File: src/rms_cfg.svh
// register map, field positions, reset values and timing constants of the mode sequencer
`ifndef RMS_CFG_SVH
`define RMS_CFG_SVH

// register offsets
`define RMS_ADDR_SEQ1 8'h00
`define RMS_ADDR_SEQ2 8'h01
`define RMS_ADDR_T1 8'h02
`define RMS_ADDR_T2 8'h03
`define RMS_ADDR_WIN 8'h04
`define RMS_ADDR_MAPLO 8'h05
`define RMS_ADDR_MAPHI 8'h06
`define RMS_ADDR_PKT2 8'h07
`define RMS_ADDR_STAT 8'h08
`define RMS_ADDR_FLAGS 8'h09
`define RMS_ADDR_OPMODE 8'h0A

// sequence_config_first fields
`define RMS_SEQ1_START 7
`define RMS_SEQ1_HALT 6
`define RMS_SEQ1_IDLE_KIND 5
`define RMS_SEQ1_START_TR 3
`define RMS_SEQ1_LP_CHOICE 2
`define RMS_SEQ1_IDLE_EXIT 1
`define RMS_SEQ1_TX_EXIT 0
// sequence_config_second fields
`define RMS_SEQ2_RX_EXIT 5
`define RMS_SEQ2_RXTO_TR 3
// pin map high fields
`define RMS_MAPHI_PRE_SEL 2
// packet_config_second fields
`define RMS_PKT2_PERIODIC 3

// reset values
`define RMS_RST_SEQ1 8'h00
`define RMS_RST_SEQ2 8'h00
`define RMS_RST_TIMER 8'h01
`define RMS_RST_WIN 8'h00
`define RMS_RST_MAP 8'h00

// radio mode codes driven to the analog side
`define RMS_MODE_SLEEP 2'h0
`define RMS_MODE_STBY 2'h1
`define RMS_MODE_RX 2'h2
`define RMS_MODE_TX 2'h3

// transition codes
`define RMS_RXEX_PREAMBLE 3'h6
`define RMS_RXEX_SYNC 3'h5
`define RMS_RXEX_PAYLOAD 3'h0
`define RMS_RXEX_CHECK 3'h1
`define RMS_ST_RX 2'h1
`define RMS_ST_TX 2'h2
`define RMS_TO_RX 2'h0
`define RMS_TO_TX 2'h1
`define RMS_TO_LP 2'h2

// timing: interval timer step and receive window step
`define RMS_CLK_MHZ 200
`define RMS_TICK_NS 64000
`define RMS_WIN_TICK_NS 1000

`endif

File: src/rms_pkg.sv
// types shared by the mode sequencer files
package rms_pkg;
  typedef enum logic [1:0] {RMS_OFF, RMS_IDLE, RMS_RX, RMS_TX} rms_state_e;
  typedef logic [7:0] rms_byte_t;
  typedef logic [1:0] rms_mode_t;
endpackage : rms_pkg

File: src/rms_pin_map.sv
// event pin multiplexer: five pins, each picks one of four sources by a two-bit code; only pin two has four events, the other pins have one code tied low
`timescale 1ns/1ps
module rms_pin_map (
  input wire logic clock,
  input wire logic reset_n,
  input wire logic [9:0] pin_sel,
  input wire logic preamble_pin_map_sel,
  input wire logic payload_complete,
  input wire logic check_pass_flag,
  input wire logic transmit_done_flag,
  input wire logic queue_threshold_flag,
  input wire logic queue_drained_flag,
  input wire logic sync_word_match,
  input wire logic preamble_found,
  input wire logic window_timeout,
  input wire logic seq_running,
  output logic [4:0] event_pin
);
  logic [3:0] src [5];
  logic pin_q [5];

  // candidate events per pin, indexed by code
  assign src[0] = {1'b0, transmit_done_flag, check_pass_flag, payload_complete};
  assign src[1] = {1'b0, payload_complete, queue_drained_flag, queue_threshold_flag};
  assign src[2] = {sync_word_match, transmit_done_flag, queue_threshold_flag, payload_complete};
  assign src[3] = {1'b0, transmit_done_flag, sync_word_match, queue_drained_flag};
  // code 11 on pin four carries the preamble only with the map bit set
  assign src[4] = {preamble_pin_map_sel ? preamble_found : window_timeout,
                   1'b0, seq_running, transmit_done_flag};

  // registered so every pin changes right after a clock edge
  for (genvar i = 0; i < 5; i++) begin : g_pin
    always_ff @(posedge clock or negedge reset_n) begin
      if (!reset_n) begin
        pin_q[i] <= 1'b0;
      end else begin
        pin_q[i] <= src[i][pin_sel[2*i +: 2]];
      end
    end
    assign event_pin[i] = pin_q[i];
  end
endmodule : rms_pin_map

File: src/rms_sequencer.sv
// autonomous radio mode sequencer: idle, receive and transmit cycling with register port
// Function
// - listen mode wakes receiver every T1 plus T2, receiving for T2.
// - no preamble within receive window returns radio to sleep idle.
// - wake on preamble: preamble stops sequencer, radio stays receiving.
// - receive exit code 110 stops sequencer on preamble found.
// - idle sleep, start to low power choice, idle, idle exit 1 to receive.
// - second timer bounds receive time while no preamble is found.
// - wake on sync receives only during window, low power otherwise.
// - preamble before window end keeps receiving until T2, then resumes.
// - sync match fires event, stops sequencer, keeps receiving.
// - receive exit 101 stops on sync; timeout code 10 to low power.
// - preamble found event can be routed to event pin four.
// - beacon enters transmit every T1 plus T2, idles after sent.
// - periodic enable reloads identical payload each cycle without host.
// - beacon loop runs until the host sets the halt bit.
// - transmit exit 0 to low power on sent; idle exit 0 to transmit.
`timescale 1ns/1ps
`include "rms_cfg.svh"
module rms_sequencer #(
  parameter int TICK_CYC = (`RMS_TICK_NS * `RMS_CLK_MHZ) / 1000
) (
  input wire logic clock,
  input wire logic reset_n,
  input wire rms_pkg::rms_byte_t reg_addr,
  input wire rms_pkg::rms_byte_t reg_wdata,
  input wire logic reg_wr,
  input wire logic reg_rd,
  output rms_pkg::rms_byte_t reg_rdata,
  input wire logic preamble_found,
  input wire logic sync_word_match,
  input wire logic payload_complete,
  input wire logic check_pass_flag,
  input wire logic transmit_done_flag,
  input wire logic queue_threshold_flag,
  input wire logic queue_drained_flag,
  output rms_pkg::rms_mode_t radio_mode,
  output logic tx_payload_reload,
  output logic [4:0] event_pin
);
  import rms_pkg::*;

  localparam int WIN_CYC = (`RMS_WIN_TICK_NS * `RMS_CLK_MHZ) / 1000;

  rms_byte_t seq1_q, seq2_q, t1_per_q, t2_per_q, win_q, maplo_q, maphi_q, pkt2_q;
  rms_byte_t rdata_q;
  logic [4:0] flags_q;
  rms_state_e state_q, state_d;
  rms_mode_t mode_q, mode_d;
  logic pre_seen_q, reload_q, restart_rx;
  logic t1_exp, t2_exp, win_exp, t1_busy, t2_busy, win_busy;
  logic t1_start, t2_start, win_start, timers_stop;
  logic enter_idle, enter_tx, rx_exit_hit;

  // write decode; start and halt are action bits, never stored
  logic wr_seq1;
  logic start_req, halt_req;
  assign wr_seq1 = reg_wr && (reg_addr == `RMS_ADDR_SEQ1);
  assign start_req = wr_seq1 && reg_wdata[`RMS_SEQ1_START];
  assign halt_req = wr_seq1 && reg_wdata[`RMS_SEQ1_HALT];

  // configuration fields
  logic idle_kind_select, low_power_choice, idle_exit_transition, transmit_exit_transition;
  logic [1:0] start_transition, rx_timeout_transition;
  logic [2:0] receive_exit_transition;
  logic periodic_tx_enable;
  rms_mode_t lp_mode;
  rms_state_e lp_state;
  assign idle_kind_select = seq1_q[`RMS_SEQ1_IDLE_KIND];
  assign start_transition = seq1_q[`RMS_SEQ1_START_TR +: 2];
  assign low_power_choice = seq1_q[`RMS_SEQ1_LP_CHOICE];
  assign idle_exit_transition = seq1_q[`RMS_SEQ1_IDLE_EXIT];
  assign transmit_exit_transition = seq1_q[`RMS_SEQ1_TX_EXIT];
  assign receive_exit_transition = seq2_q[`RMS_SEQ2_RX_EXIT +: 3];
  assign rx_timeout_transition = seq2_q[`RMS_SEQ2_RXTO_TR +: 2];
  assign periodic_tx_enable = pkt2_q[`RMS_PKT2_PERIODIC];
  // low power choice: idle kind 1 is sleep with the rc oscillator kept on
  assign lp_mode = idle_kind_select ? `RMS_MODE_SLEEP : `RMS_MODE_STBY;
  assign lp_state = low_power_choice ? RMS_IDLE : RMS_OFF;

  // configuration registers
  always_ff @(posedge clock or negedge reset_n) begin
    if (!reset_n) begin
      seq1_q <= `RMS_RST_SEQ1;
      seq2_q <= `RMS_RST_SEQ2;
      t1_per_q <= `RMS_RST_TIMER;
      t2_per_q <= `RMS_RST_TIMER;
      win_q <= `RMS_RST_WIN;
      maplo_q <= `RMS_RST_MAP;
      maphi_q <= `RMS_RST_MAP;
      pkt2_q <= `RMS_RST_MAP;
    end else if (reg_wr) begin
      unique case (reg_addr)
        `RMS_ADDR_SEQ1: seq1_q <= {2'b00, reg_wdata[5:0]};
        `RMS_ADDR_SEQ2: seq2_q <= {reg_wdata[7:3], 3'b000};
        `RMS_ADDR_T1: t1_per_q <= reg_wdata;
        `RMS_ADDR_T2: t2_per_q <= reg_wdata;
        `RMS_ADDR_WIN: win_q <= reg_wdata;
        `RMS_ADDR_MAPLO: maplo_q <= reg_wdata;
        `RMS_ADDR_MAPHI: maphi_q <= {5'b00000, reg_wdata[2:0]};
        `RMS_ADDR_PKT2: pkt2_q <= {4'h0, reg_wdata[3], 3'b000};
        default: ;
      endcase
    end
  end

  // receive exit condition selected by the exit code
  always_comb begin
    unique case (receive_exit_transition)
      `RMS_RXEX_PREAMBLE: rx_exit_hit = preamble_found;
      `RMS_RXEX_SYNC: rx_exit_hit = sync_word_match;
      `RMS_RXEX_PAYLOAD: rx_exit_hit = payload_complete;
      `RMS_RXEX_CHECK: rx_exit_hit = check_pass_flag;
      default: rx_exit_hit = 1'b0;
    endcase
  end

  // next state; halt beats start, start beats the running sequence
  always_comb begin
    state_d = state_q;
    mode_d = mode_q;
    restart_rx = 1'b0;
    if (halt_req) begin
      state_d = RMS_OFF;
    end else if (start_req) begin
      // a start write acts on the fields it carries, the stored copy is one cycle stale
      unique case (reg_wdata[`RMS_SEQ1_START_TR +: 2])
        `RMS_ST_RX: begin
          state_d = RMS_RX;
          mode_d = `RMS_MODE_RX;
        end
        `RMS_ST_TX: begin
          state_d = RMS_TX;
          mode_d = `RMS_MODE_TX;
        end
        default: begin
          state_d = reg_wdata[`RMS_SEQ1_LP_CHOICE] ? RMS_IDLE : RMS_OFF;
          mode_d = reg_wdata[`RMS_SEQ1_IDLE_KIND] ? `RMS_MODE_SLEEP : `RMS_MODE_STBY;
        end
      endcase
    end else begin
      unique case (state_q)
        RMS_OFF: begin
          // off: the radio holds its mode until the host picks another
          if (reg_wr && reg_addr == `RMS_ADDR_OPMODE) begin
            mode_d = reg_wdata[1:0];
          end
        end
        RMS_IDLE: begin
          if (t1_exp && idle_exit_transition) begin
            state_d = RMS_RX;
            mode_d = `RMS_MODE_RX;
          end else if (t1_exp) begin
            state_d = RMS_TX;
            mode_d = `RMS_MODE_TX;
          end
        end
        RMS_RX: begin
          if (rx_exit_hit) begin
            state_d = RMS_OFF;
          end else if (win_exp && !pre_seen_q) begin
            unique case (rx_timeout_transition)
              `RMS_TO_RX: restart_rx = 1'b1;
              `RMS_TO_TX: begin
                state_d = RMS_TX;
                mode_d = `RMS_MODE_TX;
              end
              `RMS_TO_LP: begin
                state_d = lp_state;
                mode_d = lp_mode;
              end
              default: state_d = RMS_OFF;
            endcase
          end else if (t2_exp) begin
            state_d = lp_state;
            mode_d = lp_mode;
          end
        end
        RMS_TX: begin
          if (transmit_done_flag && transmit_exit_transition) begin
            state_d = RMS_RX;
            mode_d = `RMS_MODE_RX;
          end else if (transmit_done_flag) begin
            state_d = lp_state;
            mode_d = lp_mode;
          end
        end
      endcase
    end
  end

  // timer control: idle waits out the rest of T2, then T1, so a cycle is T1 plus T2
  assign enter_idle = (state_d == RMS_IDLE) && (state_q != RMS_IDLE);
  assign enter_tx = (state_d == RMS_TX) && (state_q != RMS_TX);
  assign t2_start = ((state_d == RMS_RX) && (state_q != RMS_RX || restart_rx)) || enter_tx;
  assign win_start = (state_d == RMS_RX) && (state_q != RMS_RX || restart_rx) && (win_q != 8'h00);
  assign t1_start = (enter_idle && !t2_busy) || (state_q == RMS_IDLE && t2_exp);
  assign timers_stop = (state_d == RMS_OFF);

  rms_timer #(.TICK_CYC(16'(TICK_CYC))) u_first_interval_timer (
    .clock(clock),
    .reset_n(reset_n),
    .start(t1_start),
    .stop(timers_stop),
    .period(t1_per_q),
    .busy(t1_busy),
    .expire(t1_exp)
  );

  rms_timer #(.TICK_CYC(16'(TICK_CYC))) u_second_interval_timer (
    .clock(clock),
    .reset_n(reset_n),
    .start(t2_start),
    .stop(timers_stop),
    .period(t2_per_q),
    .busy(t2_busy),
    .expire(t2_exp)
  );

  // window stops early once a preamble is seen, so it cannot fire late
  rms_timer #(.TICK_CYC(16'(WIN_CYC))) u_receive_window_limit (
    .clock(clock),
    .reset_n(reset_n),
    .start(win_start),
    .stop(timers_stop || pre_seen_q),
    .period(win_q),
    .busy(win_busy),
    .expire(win_exp)
  );

  // sequencer state and radio mode
  always_ff @(posedge clock or negedge reset_n) begin
    if (!reset_n) begin
      state_q <= RMS_OFF;
      mode_q <= `RMS_MODE_SLEEP;
    end else begin
      state_q <= state_d;
      mode_q <= mode_d;
    end
  end

  // preamble seen during the current receive visit
  always_ff @(posedge clock or negedge reset_n) begin
    if (!reset_n) begin
      pre_seen_q <= 1'b0;
    end else if (state_d != RMS_RX || t2_start) begin
      pre_seen_q <= 1'b0;
    end else if (preamble_found) begin
      pre_seen_q <= 1'b1;
    end
  end

  // payload reload pulse: identical beacon sent again without host writes
  always_ff @(posedge clock or negedge reset_n) begin
    if (!reset_n) begin
      reload_q <= 1'b0;
    end else begin
      reload_q <= enter_tx && periodic_tx_enable;
    end
  end

  // sticky event flags, write one to clear; a new event beats the clear
  logic [4:0] flag_set, flag_clr;
  assign flag_set = {win_exp && !pre_seen_q, transmit_done_flag, payload_complete,
                     sync_word_match, preamble_found};
  assign flag_clr = (reg_wr && reg_addr == `RMS_ADDR_FLAGS) ? reg_wdata[4:0] : 5'b00000;
  always_ff @(posedge clock or negedge reset_n) begin
    if (!reset_n) begin
      flags_q <= 5'b00000;
    end else begin
      flags_q <= (flags_q & ~flag_clr) | flag_set;
    end
  end

  // read port: data valid only in the cycle after the strobe
  logic [1:0] state_code;
  always_comb begin
    unique case (state_q)
      RMS_OFF: state_code = 2'h0;
      RMS_IDLE: state_code = 2'h1;
      RMS_RX: state_code = 2'h2;
      RMS_TX: state_code = 2'h3;
    endcase
  end
  always_ff @(posedge clock or negedge reset_n) begin
    if (!reset_n) begin
      rdata_q <= 8'h00;
    end else if (!reg_rd) begin
      rdata_q <= 8'h00;
    end else begin
      unique case (reg_addr)
        `RMS_ADDR_SEQ1: rdata_q <= seq1_q;
        `RMS_ADDR_SEQ2: rdata_q <= seq2_q;
        `RMS_ADDR_T1: rdata_q <= t1_per_q;
        `RMS_ADDR_T2: rdata_q <= t2_per_q;
        `RMS_ADDR_WIN: rdata_q <= win_q;
        `RMS_ADDR_MAPLO: rdata_q <= maplo_q;
        `RMS_ADDR_MAPHI: rdata_q <= maphi_q;
        `RMS_ADDR_PKT2: rdata_q <= pkt2_q;
        `RMS_ADDR_STAT: rdata_q <= {t1_busy, t2_busy, win_busy, pre_seen_q, mode_q, state_code};
        `RMS_ADDR_FLAGS: rdata_q <= {3'b000, flags_q};
        `RMS_ADDR_OPMODE: rdata_q <= {6'b000000, mode_q};
        default: rdata_q <= 8'h00;
      endcase
    end
  end

  rms_pin_map u_pin_map (
    .clock(clock),
    .reset_n(reset_n),
    .pin_sel({maphi_q[1:0], maplo_q}),
    .preamble_pin_map_sel(maphi_q[`RMS_MAPHI_PRE_SEL]),
    .payload_complete(payload_complete),
    .check_pass_flag(check_pass_flag),
    .transmit_done_flag(transmit_done_flag),
    .queue_threshold_flag(queue_threshold_flag),
    .queue_drained_flag(queue_drained_flag),
    .sync_word_match(sync_word_match),
    .preamble_found(preamble_found),
    .window_timeout(win_exp && !pre_seen_q),
    .seq_running(state_q != RMS_OFF),
    .event_pin(event_pin)
  );

  assign reg_rdata = rdata_q;
  assign radio_mode = mode_q;
  assign tx_payload_reload = reload_q;
endmodule : rms_sequencer

File: src/rms_timer.sv
// programmable interval timer with a fixed step and a one-cycle expiry pulse
`timescale 1ns/1ps
module rms_timer #(
  parameter logic [15:0] TICK_CYC = 16'h3200
) (
  input wire logic clock,
  input wire logic reset_n,
  input wire logic start,
  input wire logic stop,
  input wire logic [7:0] period,
  output logic busy,
  output logic expire
);
  logic [15:0] pre_q;
  logic [7:0] cnt_q;

  // start wins over stop; a zero period behaves as one step
  always_ff @(posedge clock or negedge reset_n) begin
    if (!reset_n) begin
      pre_q <= 16'h0000;
      cnt_q <= 8'h00;
      busy <= 1'b0;
      expire <= 1'b0;
    end else begin
      expire <= 1'b0;
      if (start) begin
        busy <= 1'b1;
        pre_q <= 16'h0000;
        cnt_q <= (period == 8'h00) ? 8'h01 : period;
      end else if (stop) begin
        busy <= 1'b0;
      end else if (busy) begin
        if (pre_q == TICK_CYC - 16'h0001) begin
          pre_q <= 16'h0000;
          if (cnt_q == 8'h01) begin
            busy <= 1'b0;
            expire <= 1'b1;
          end else begin
            cnt_q <= cnt_q - 8'h01;
          end
        end else begin
          pre_q <= pre_q + 16'h0001;
        end
      end
    end
  end
endmodule : rms_timer
File: config.mk
export PLATFORM = sky130hd
export DESIGN_NAME = rms_sequencer
export DESIGN_NICKNAME = d
export VERILOG_FILES = /design/src/rms_pkg.sv /design/src/rms_pin_map.sv /design/src/rms_sequencer.sv /design/src/rms_timer.sv
export VERILOG_INCLUDE_DIRS = /design/src /design/src/src
export SDC_FILE = /design/constraint.sdc
export NUM_CORES = 1
export LEC_CHECK = 0
export BUFFER_PORTS_ARGS = -buffer_cell sky130_fd_sc_hd__buf_2
export CORE_MARGIN = 2
export CORE_UTILIZATION = 60
export DETAILED_ROUTE_END_ITERATION = 8
export PLACE_DENSITY = 0.82
export SETUP_SLACK_MARGIN = 0.4
export SLEW_MARGIN = 20
export SYNTH_ARGS = -nofsm -noshare
export SYNTH_HDL_FRONTEND = slang
export SYNTH_SLANG_ARGS = --single-unit
File: constraint.sdc
create_clock -name clock -period 3.95 [get_ports clock]
set_clock_uncertainty 0.05 [all_clocks]
set_input_delay 0 -clock clock [delete_from_list [all_inputs] [get_ports clock]]
set_output_delay 0 -clock clock [all_outputs]
set_load 0.01 [all_outputs]
==> impl_results.html <==
<table>
<tr><th>Metric</th><th>Value</th></tr>
<tr><th colspan="2">Global routing</th></tr>
<tr><td>Total grt overflow</td><td>0</td></tr>
<tr><td>Total track usage</td><td>32.5%</td></tr>
<tr><td>Number of antenna violations at the first check in global routing</td><td>0</td></tr>
<tr><td>Largest net degree at the start of global routing</td><td>81</td></tr>
<tr><td>Vias in the first global route</td><td>7273</td></tr>
<tr><td>Global-route wire length before repair</td><td>37.4 mm</td></tr>
<tr><th colspan="2">Timing</th></tr>
<tr><td>Fin. Hold Viols</td><td>0</td></tr>
<tr><td>Peak Freq</td><td>302 MHz</td></tr>
<tr><td>Max-slew headroom</td><td>37.4%</td></tr>
<tr><td>RSZ-0062 raised after global routing</td><td>false</td></tr>
<tr><td>Sum Neg Setup Slack</td><td>0 ns</td></tr>
<tr><td>Pins over their slew limit</td><td>0</td></tr>
<tr><td>Final critical-path required period</td><td>3.31 ns</td></tr>
<tr><td>Worst Tran Pin Value</td><td>0.937 ns</td></tr>
<tr><td>Setup violations, final</td><td>0</td></tr>
<tr><td>Fin crit share</td><td>83.7%</td></tr>
<tr><th colspan="2">Critical path</th></tr>
<tr><td>Highest net fanout along the worst path</td><td>14</td></tr>
<tr><td>CP startpoint kind</td><td>flip-flop</td></tr>
<tr><td>FF-to-FF Start</td><td>state_q[1]</td></tr>
<tr><td>Required time of the worst setup path</td><td>4.27 ns</td></tr>
<tr><td>Slowest cell on the critical path</td><td>sky130_fd_sc_hd__nor2_1</td></tr>
<tr><td>CP arrival</td><td>3.63 ns</td></tr>
<tr><td>Maximum cell stage delay along the critical path</td><td>0.76 ns</td></tr>
<tr><td>Category of the worst setup path capture point</td><td>flip-flop</td></tr>
<tr><td>Most Frequent Cell on Critical Path</td><td>sky130_fd_sc_hd__nor2_1</td></tr>
<tr><td>Worst setup path startpoint</td><td>state_q[1]</td></tr>
<tr><td>Cell chain of the critical path</td><td>inv_1 &gt; nor2_1 &gt; o211ai_1 &gt; o211a_1 &gt; o21a_1 &gt; o31a_1 &gt; nor2_1 &gt; a211o_1</td></tr>
<tr><td>Critical path class</td><td>reg2reg</td></tr>
<tr><th colspan="2">Floorplan</th></tr>
<tr><td>Initial core utilization</td><td>60.9%</td></tr>
<tr><td>Core area</td><td>13700 um2</td></tr>
<tr><td>Placement row count</td><td>43</td></tr>
<tr><td>Die ar.</td><td>14900 um2</td></tr>
<tr><td>Count of pins on the block boundary</td><td>43</td></tr>
<tr><td>Die Y</td><td>122 um</td></tr>
<tr><td>Die boundary width</td><td>122 um</td></tr>
<tr><th colspan="2">Hold path</th></tr>
<tr><td>Hold WC Path Type</td><td>in2reg</td></tr>
<tr><td>Source of the worst hold timing path</td><td>reg_addr[3]</td></tr>
<tr><th colspan="2">Power and ir drop</th></tr>
<tr><td>Max IR drop VDD</td><td>374 uV</td></tr>
<tr><td>PnR Total Power</td><td>4.27 mW</td></tr>
<tr><td>Static leakage</td><td>4.10 nW</td></tr>
<tr><td>Power density over cell area</td><td>444 nW/um2</td></tr>
<tr><th colspan="2">Final layout</th></tr>
<tr><td>Area occupied by multi-input gates</td><td>4380 um2</td></tr>
<tr><td># fillers</td><td>1005</td></tr>
<tr><td>Final net count</td><td>980</td></tr>
<tr><td>Area of all sequential standard cells</td><td>3730 um2</td></tr>
<tr><td>Design Area, Final</td><td>9620 um2</td></tr>
<tr><td>Antenna diode count</td><td>0</td></tr>
<tr><td>Area growth syn-to-layout</td><td>15.1%</td></tr>
<tr><td>Fraction of layout cells with a size suffix above 1</td><td>18.3%</td></tr>
<tr><td>Post-layout util</td><td>70.1%</td></tr>
<tr><th colspan="2">Yosys</th></tr>
<tr><td>Portion of synthesized cell area occupied by the leading cell type</td><td>44.0%</td></tr>
<tr><td>Adder-cell share of the synthesized area</td><td>2.10%</td></tr>
<tr><td>Combinational family with the most area after synthesis</td><td>simple AND/OR/NAND/NOR gates</td></tr>
<tr><td>Avg Inst Size Synth</td><td>9.52 um2</td></tr>
<tr><td>Most common cell in the netlist</td><td>sky130_fd_sc_hd__dfrtp_1</td></tr>
<tr><td>Most used DFF post-synth</td><td>sky130_fd_sc_hd__dfrtp_1</td></tr>
<tr><td>Simple-gate area share of the yosys netlist</td><td>23.0%</td></tr>
<tr><td>Synth area leader</td><td>sky130_fd_sc_hd__dfrtp_1</td></tr>
<tr><td>Compound-Gate Fraction of Synth Area</td><td>15.2%</td></tr>
<tr><td>Post-synth net total</td><td>918</td></tr>
<tr><td>Yosys Warn Count</td><td>0</td></tr>
<tr><td>Mux cell area share after synthesis</td><td>10.4%</td></tr>
<tr><td>Total of flip-flops plus latches after synthesis</td><td>149</td></tr>
<tr><td>Mapped cell area</td><td>8350 um2</td></tr>
<tr><td>Number of synthesized flops with an enable pin</td><td>0</td></tr>
<tr><td>Count of mapped cells out of synthesis</td><td>877</td></tr>
<tr><td>Share of the synthesized netlist area taken by xor and xnor gates</td><td>1.78%</td></tr>
<tr><td>Ranking of synthesized cells by instance count</td><td>sky130_fd_sc_hd__dfrtp_1 (147), sky130_fd_sc_hd__nand2_1 (78), sky130_fd_sc_hd__nor2_1 (75)</td></tr>
<tr><td>Netlist cell types</td><td>72</td></tr>
<tr><td>Portion of the post-synthesis area used by sequential elements</td><td>44.7%</td></tr>
<tr><td>Cells taking the most area after synthesis</td><td>sky130_fd_sc_hd__dfrtp_1 (44%), sky130_fd_sc_hd__mux2_2 (7.1%), sky130_fd_sc_hd__a21oi_1 (4.2%)</td></tr>
<tr><td>Async S/R FF share, synth</td><td>100%</td></tr>
<tr><th colspan="2">Placed design</th></tr>
<tr><td>Final Wtd Congestion</td><td>0.974</td></tr>
<tr><td>Half-perimeter wire length of the detailed placement result</td><td>14.7 mm</td></tr>
<tr><td>Placed Instance Area</td><td>8750 um2</td></tr>
<tr><td># port buffers</td><td>42</td></tr>
<tr><th colspan="2">CTS</th></tr>
<tr><td>Clock tree root driver cell</td><td>sky130_fd_sc_hd__clkbuf_16</td></tr>
<tr><td>CTS tree</td><td>yes</td></tr>
<tr><td>H-tree depth reported by CTS</td><td>4</td></tr>
<tr><td>Bufs on Longest Clock Path</td><td>2</td></tr>
<tr><td>Number of sinks handled by clock tree synthesis</td><td>149</td></tr>
<tr><td>Post_cts resized</td><td>0</td></tr>
<tr><td>Clock transition at the register clock pins on the worst setup and hold paths after CTS</td><td>0.06 ns</td></tr>
<tr><td>Number of CTS-inserted buffers</td><td>17</td></tr>
<tr><td>Clk Latency, worst-skew pair</td><td>0.44 ns</td></tr>
<tr><th colspan="2">Drt</th></tr>
<tr><td>TritonRoute pass-1 iters</td><td>5</td></tr>
<tr><td>Total met2 wirelength after detailed routing</td><td>11.1 mm</td></tr>
<tr><td>Via count</td><td>7403</td></tr>
<tr><td>Met3 wire length</td><td>1.99 mm</td></tr>
<tr><td>Total wirelength of the detailed-routed design</td><td>23.0 mm</td></tr>
<tr><td>Antenna-violating nets left</td><td>0</td></tr>
<tr><td>Met1 Wirelength</td><td>9.25 mm</td></tr>
<tr><td>Total DRC errors in the routed layout</td><td>0</td></tr>
<tr><td>Vias/cell</td><td>6.54</td></tr>
<tr><td>Routed length per instance</td><td>20.3 um</td></tr>
<tr><td>Max Used Layer</td><td>met4</td></tr>
<tr><td>Iteration-0 DRC Markers</td><td>949</td></tr>
<tr><th colspan="2">Job</th></tr>
<tr><td>Max_cap viols</td><td>0</td></tr>
<tr><th colspan="2">Run status</th></tr>
<tr><td>Run status</td><td>finished clean</td></tr>
</table>
[metrics by stage]
stage	hold WS (ns)	setup slack, ns	instances
2_1_floorplan	-0.346	1.27	877
3_3_place_gp	0.0450	0.794	1078
3_5_place_dp	0.0336	0.746	1078
5_1_grt	0.0604	0.443	1132
4_1_cts	0.0205	0.703	1132
6_report	0.0533	0.644	1132
[cell usage in the layout, fill, tap and decap left out, types with 7 or more instances in the layout]
cell,instances
sky130_fd_sc_hd__clkbuf_16,17
sky130_fd_sc_hd__o31ai_1,9
sky130_fd_sc_hd__nor3b_1,7
sky130_fd_sc_hd__or3_1,21
sky130_fd_sc_hd__nand3b_1,9
sky130_fd_sc_hd__dfrtp_1,147
sky130_fd_sc_hd__buf_2,41
sky130_fd_sc_hd__clkinv_4,7
sky130_fd_sc_hd__nand2b_1,9
sky130_fd_sc_hd__o21ai_0,62
sky130_fd_sc_hd__mux2i_1,20
sky130_fd_sc_hd__nor3_1,30
sky130_fd_sc_hd__or3b_2,8
sky130_fd_sc_hd__nand2_1,78
sky130_fd_sc_hd__buf_4,17
sky130_fd_sc_hd__ha_1,14
sky130_fd_sc_hd__a21oi_1,70
sky130_fd_sc_hd__dlygate4sd3_1,22
sky130_fd_sc_hd__nand4_1,14
sky130_fd_sc_hd__nor4_1,11
sky130_fd_sc_hd__a31oi_1,10
sky130_fd_sc_hd__inv_1,19
sky130_fd_sc_hd__xor2_1,8
sky130_fd_sc_hd__xnor2_1,9
sky130_fd_sc_hd__and3_1,19
sky130_fd_sc_hd__or4_1,13
sky130_fd_sc_hd__mux2_2,53
sky130_fd_sc_hd__and2_1,7
sky130_fd_sc_hd__nand3_1,29
sky130_fd_sc_hd__nor2_1,75
[logic make-up after synthesis]
group,after synthesis
muxes,76
AOI/OAI and AO/OA,208
DFF,149
adders and majority gates,14
buffers and inverters,57
and+or+nand+nor,356
xor gates and xnor gates,17
[state kept, by name, indices dropped and copies added, names as in the netlist, 2 cells and up]
| signal | cells |
|---|---|
| u_first_interval_timer.pre_q | 16 |
| u_receive_window_limit.pre_q | 16 |
| u_second_interval_timer.pre_q | 16 |
| maplo_q | 8 |
| reg_rdata | 8 |
| t1_per_q | 8 |
| t2_per_q | 8 |
| u_first_interval_timer.cnt_q | 8 |
| u_receive_window_limit.cnt_q | 8 |
| u_second_interval_timer.cnt_q | 8 |
| win_q | 8 |
| seq1_q | 6 |
| flags_q | 5 |
| seq2_q | 5 |
| u_pin_map.event_pin | 5 |
| maphi_q | 3 |
| radio_mode | 2 |
| state_q | 2 |
[where the power goes]
group / total (mW) / switching (mW) / internal (mW)
clock: 1.76 / 0.678 / 1.08
sequential: 1.88 / 0.190 / 1.69
combinational: 0.632 / 0.379 / 0.254
[metal layers]
metal  global-route usage (%)  vias to the layer above
li1                         -                     3364
met1                     43.1                     3602
met2                     51.5                      366
met3                     8.29                       71
met4                     12.4                        0
met5                        0                        -
[worst max-delay path: cells and delay by family (launching register included)]
kind                   cells  cell delay, ns
AOI/OAI and AO/OA          5            1.48
buffers and inverters      1            0.11
DFF                        1            0.67
and+or+nand+nor            2            0.93
[timing repair]
action	4_1_cts	5_1_grt
endpoints found under the hold margin	141	0
endpoints found under the setup margin	0	0
buffers inserted	0	0
hold buffers	22	0
[cell type report]
type,instances,share of cell area [%]
well taps,180,2.34
inverters,19,0.742
multi-input cells,671,45.6
clock inverters,14,2.11
repair buffers,81,5.87
flip-flops and latches,149,38.8
clock buffers,18,4.57
[worst paths after layout]
path	endpoint	slack, ns	cells after the start
max	u_first_interval_timer.cnt_q[6]	0.64	8
min	reg_rdata[1]	0.05	4
max reg2reg	u_first_interval_timer.cnt_q[6]	0.64	8
min reg2reg	flags_q[4]	0.45	2
max in group asynchronous	t1_per_q[0]	2.77	3
min in group asynchronous	u_receive_window_limit.pre_q[10]	0.10	2
Note: power is estimated with default switching activity, not from simulation.
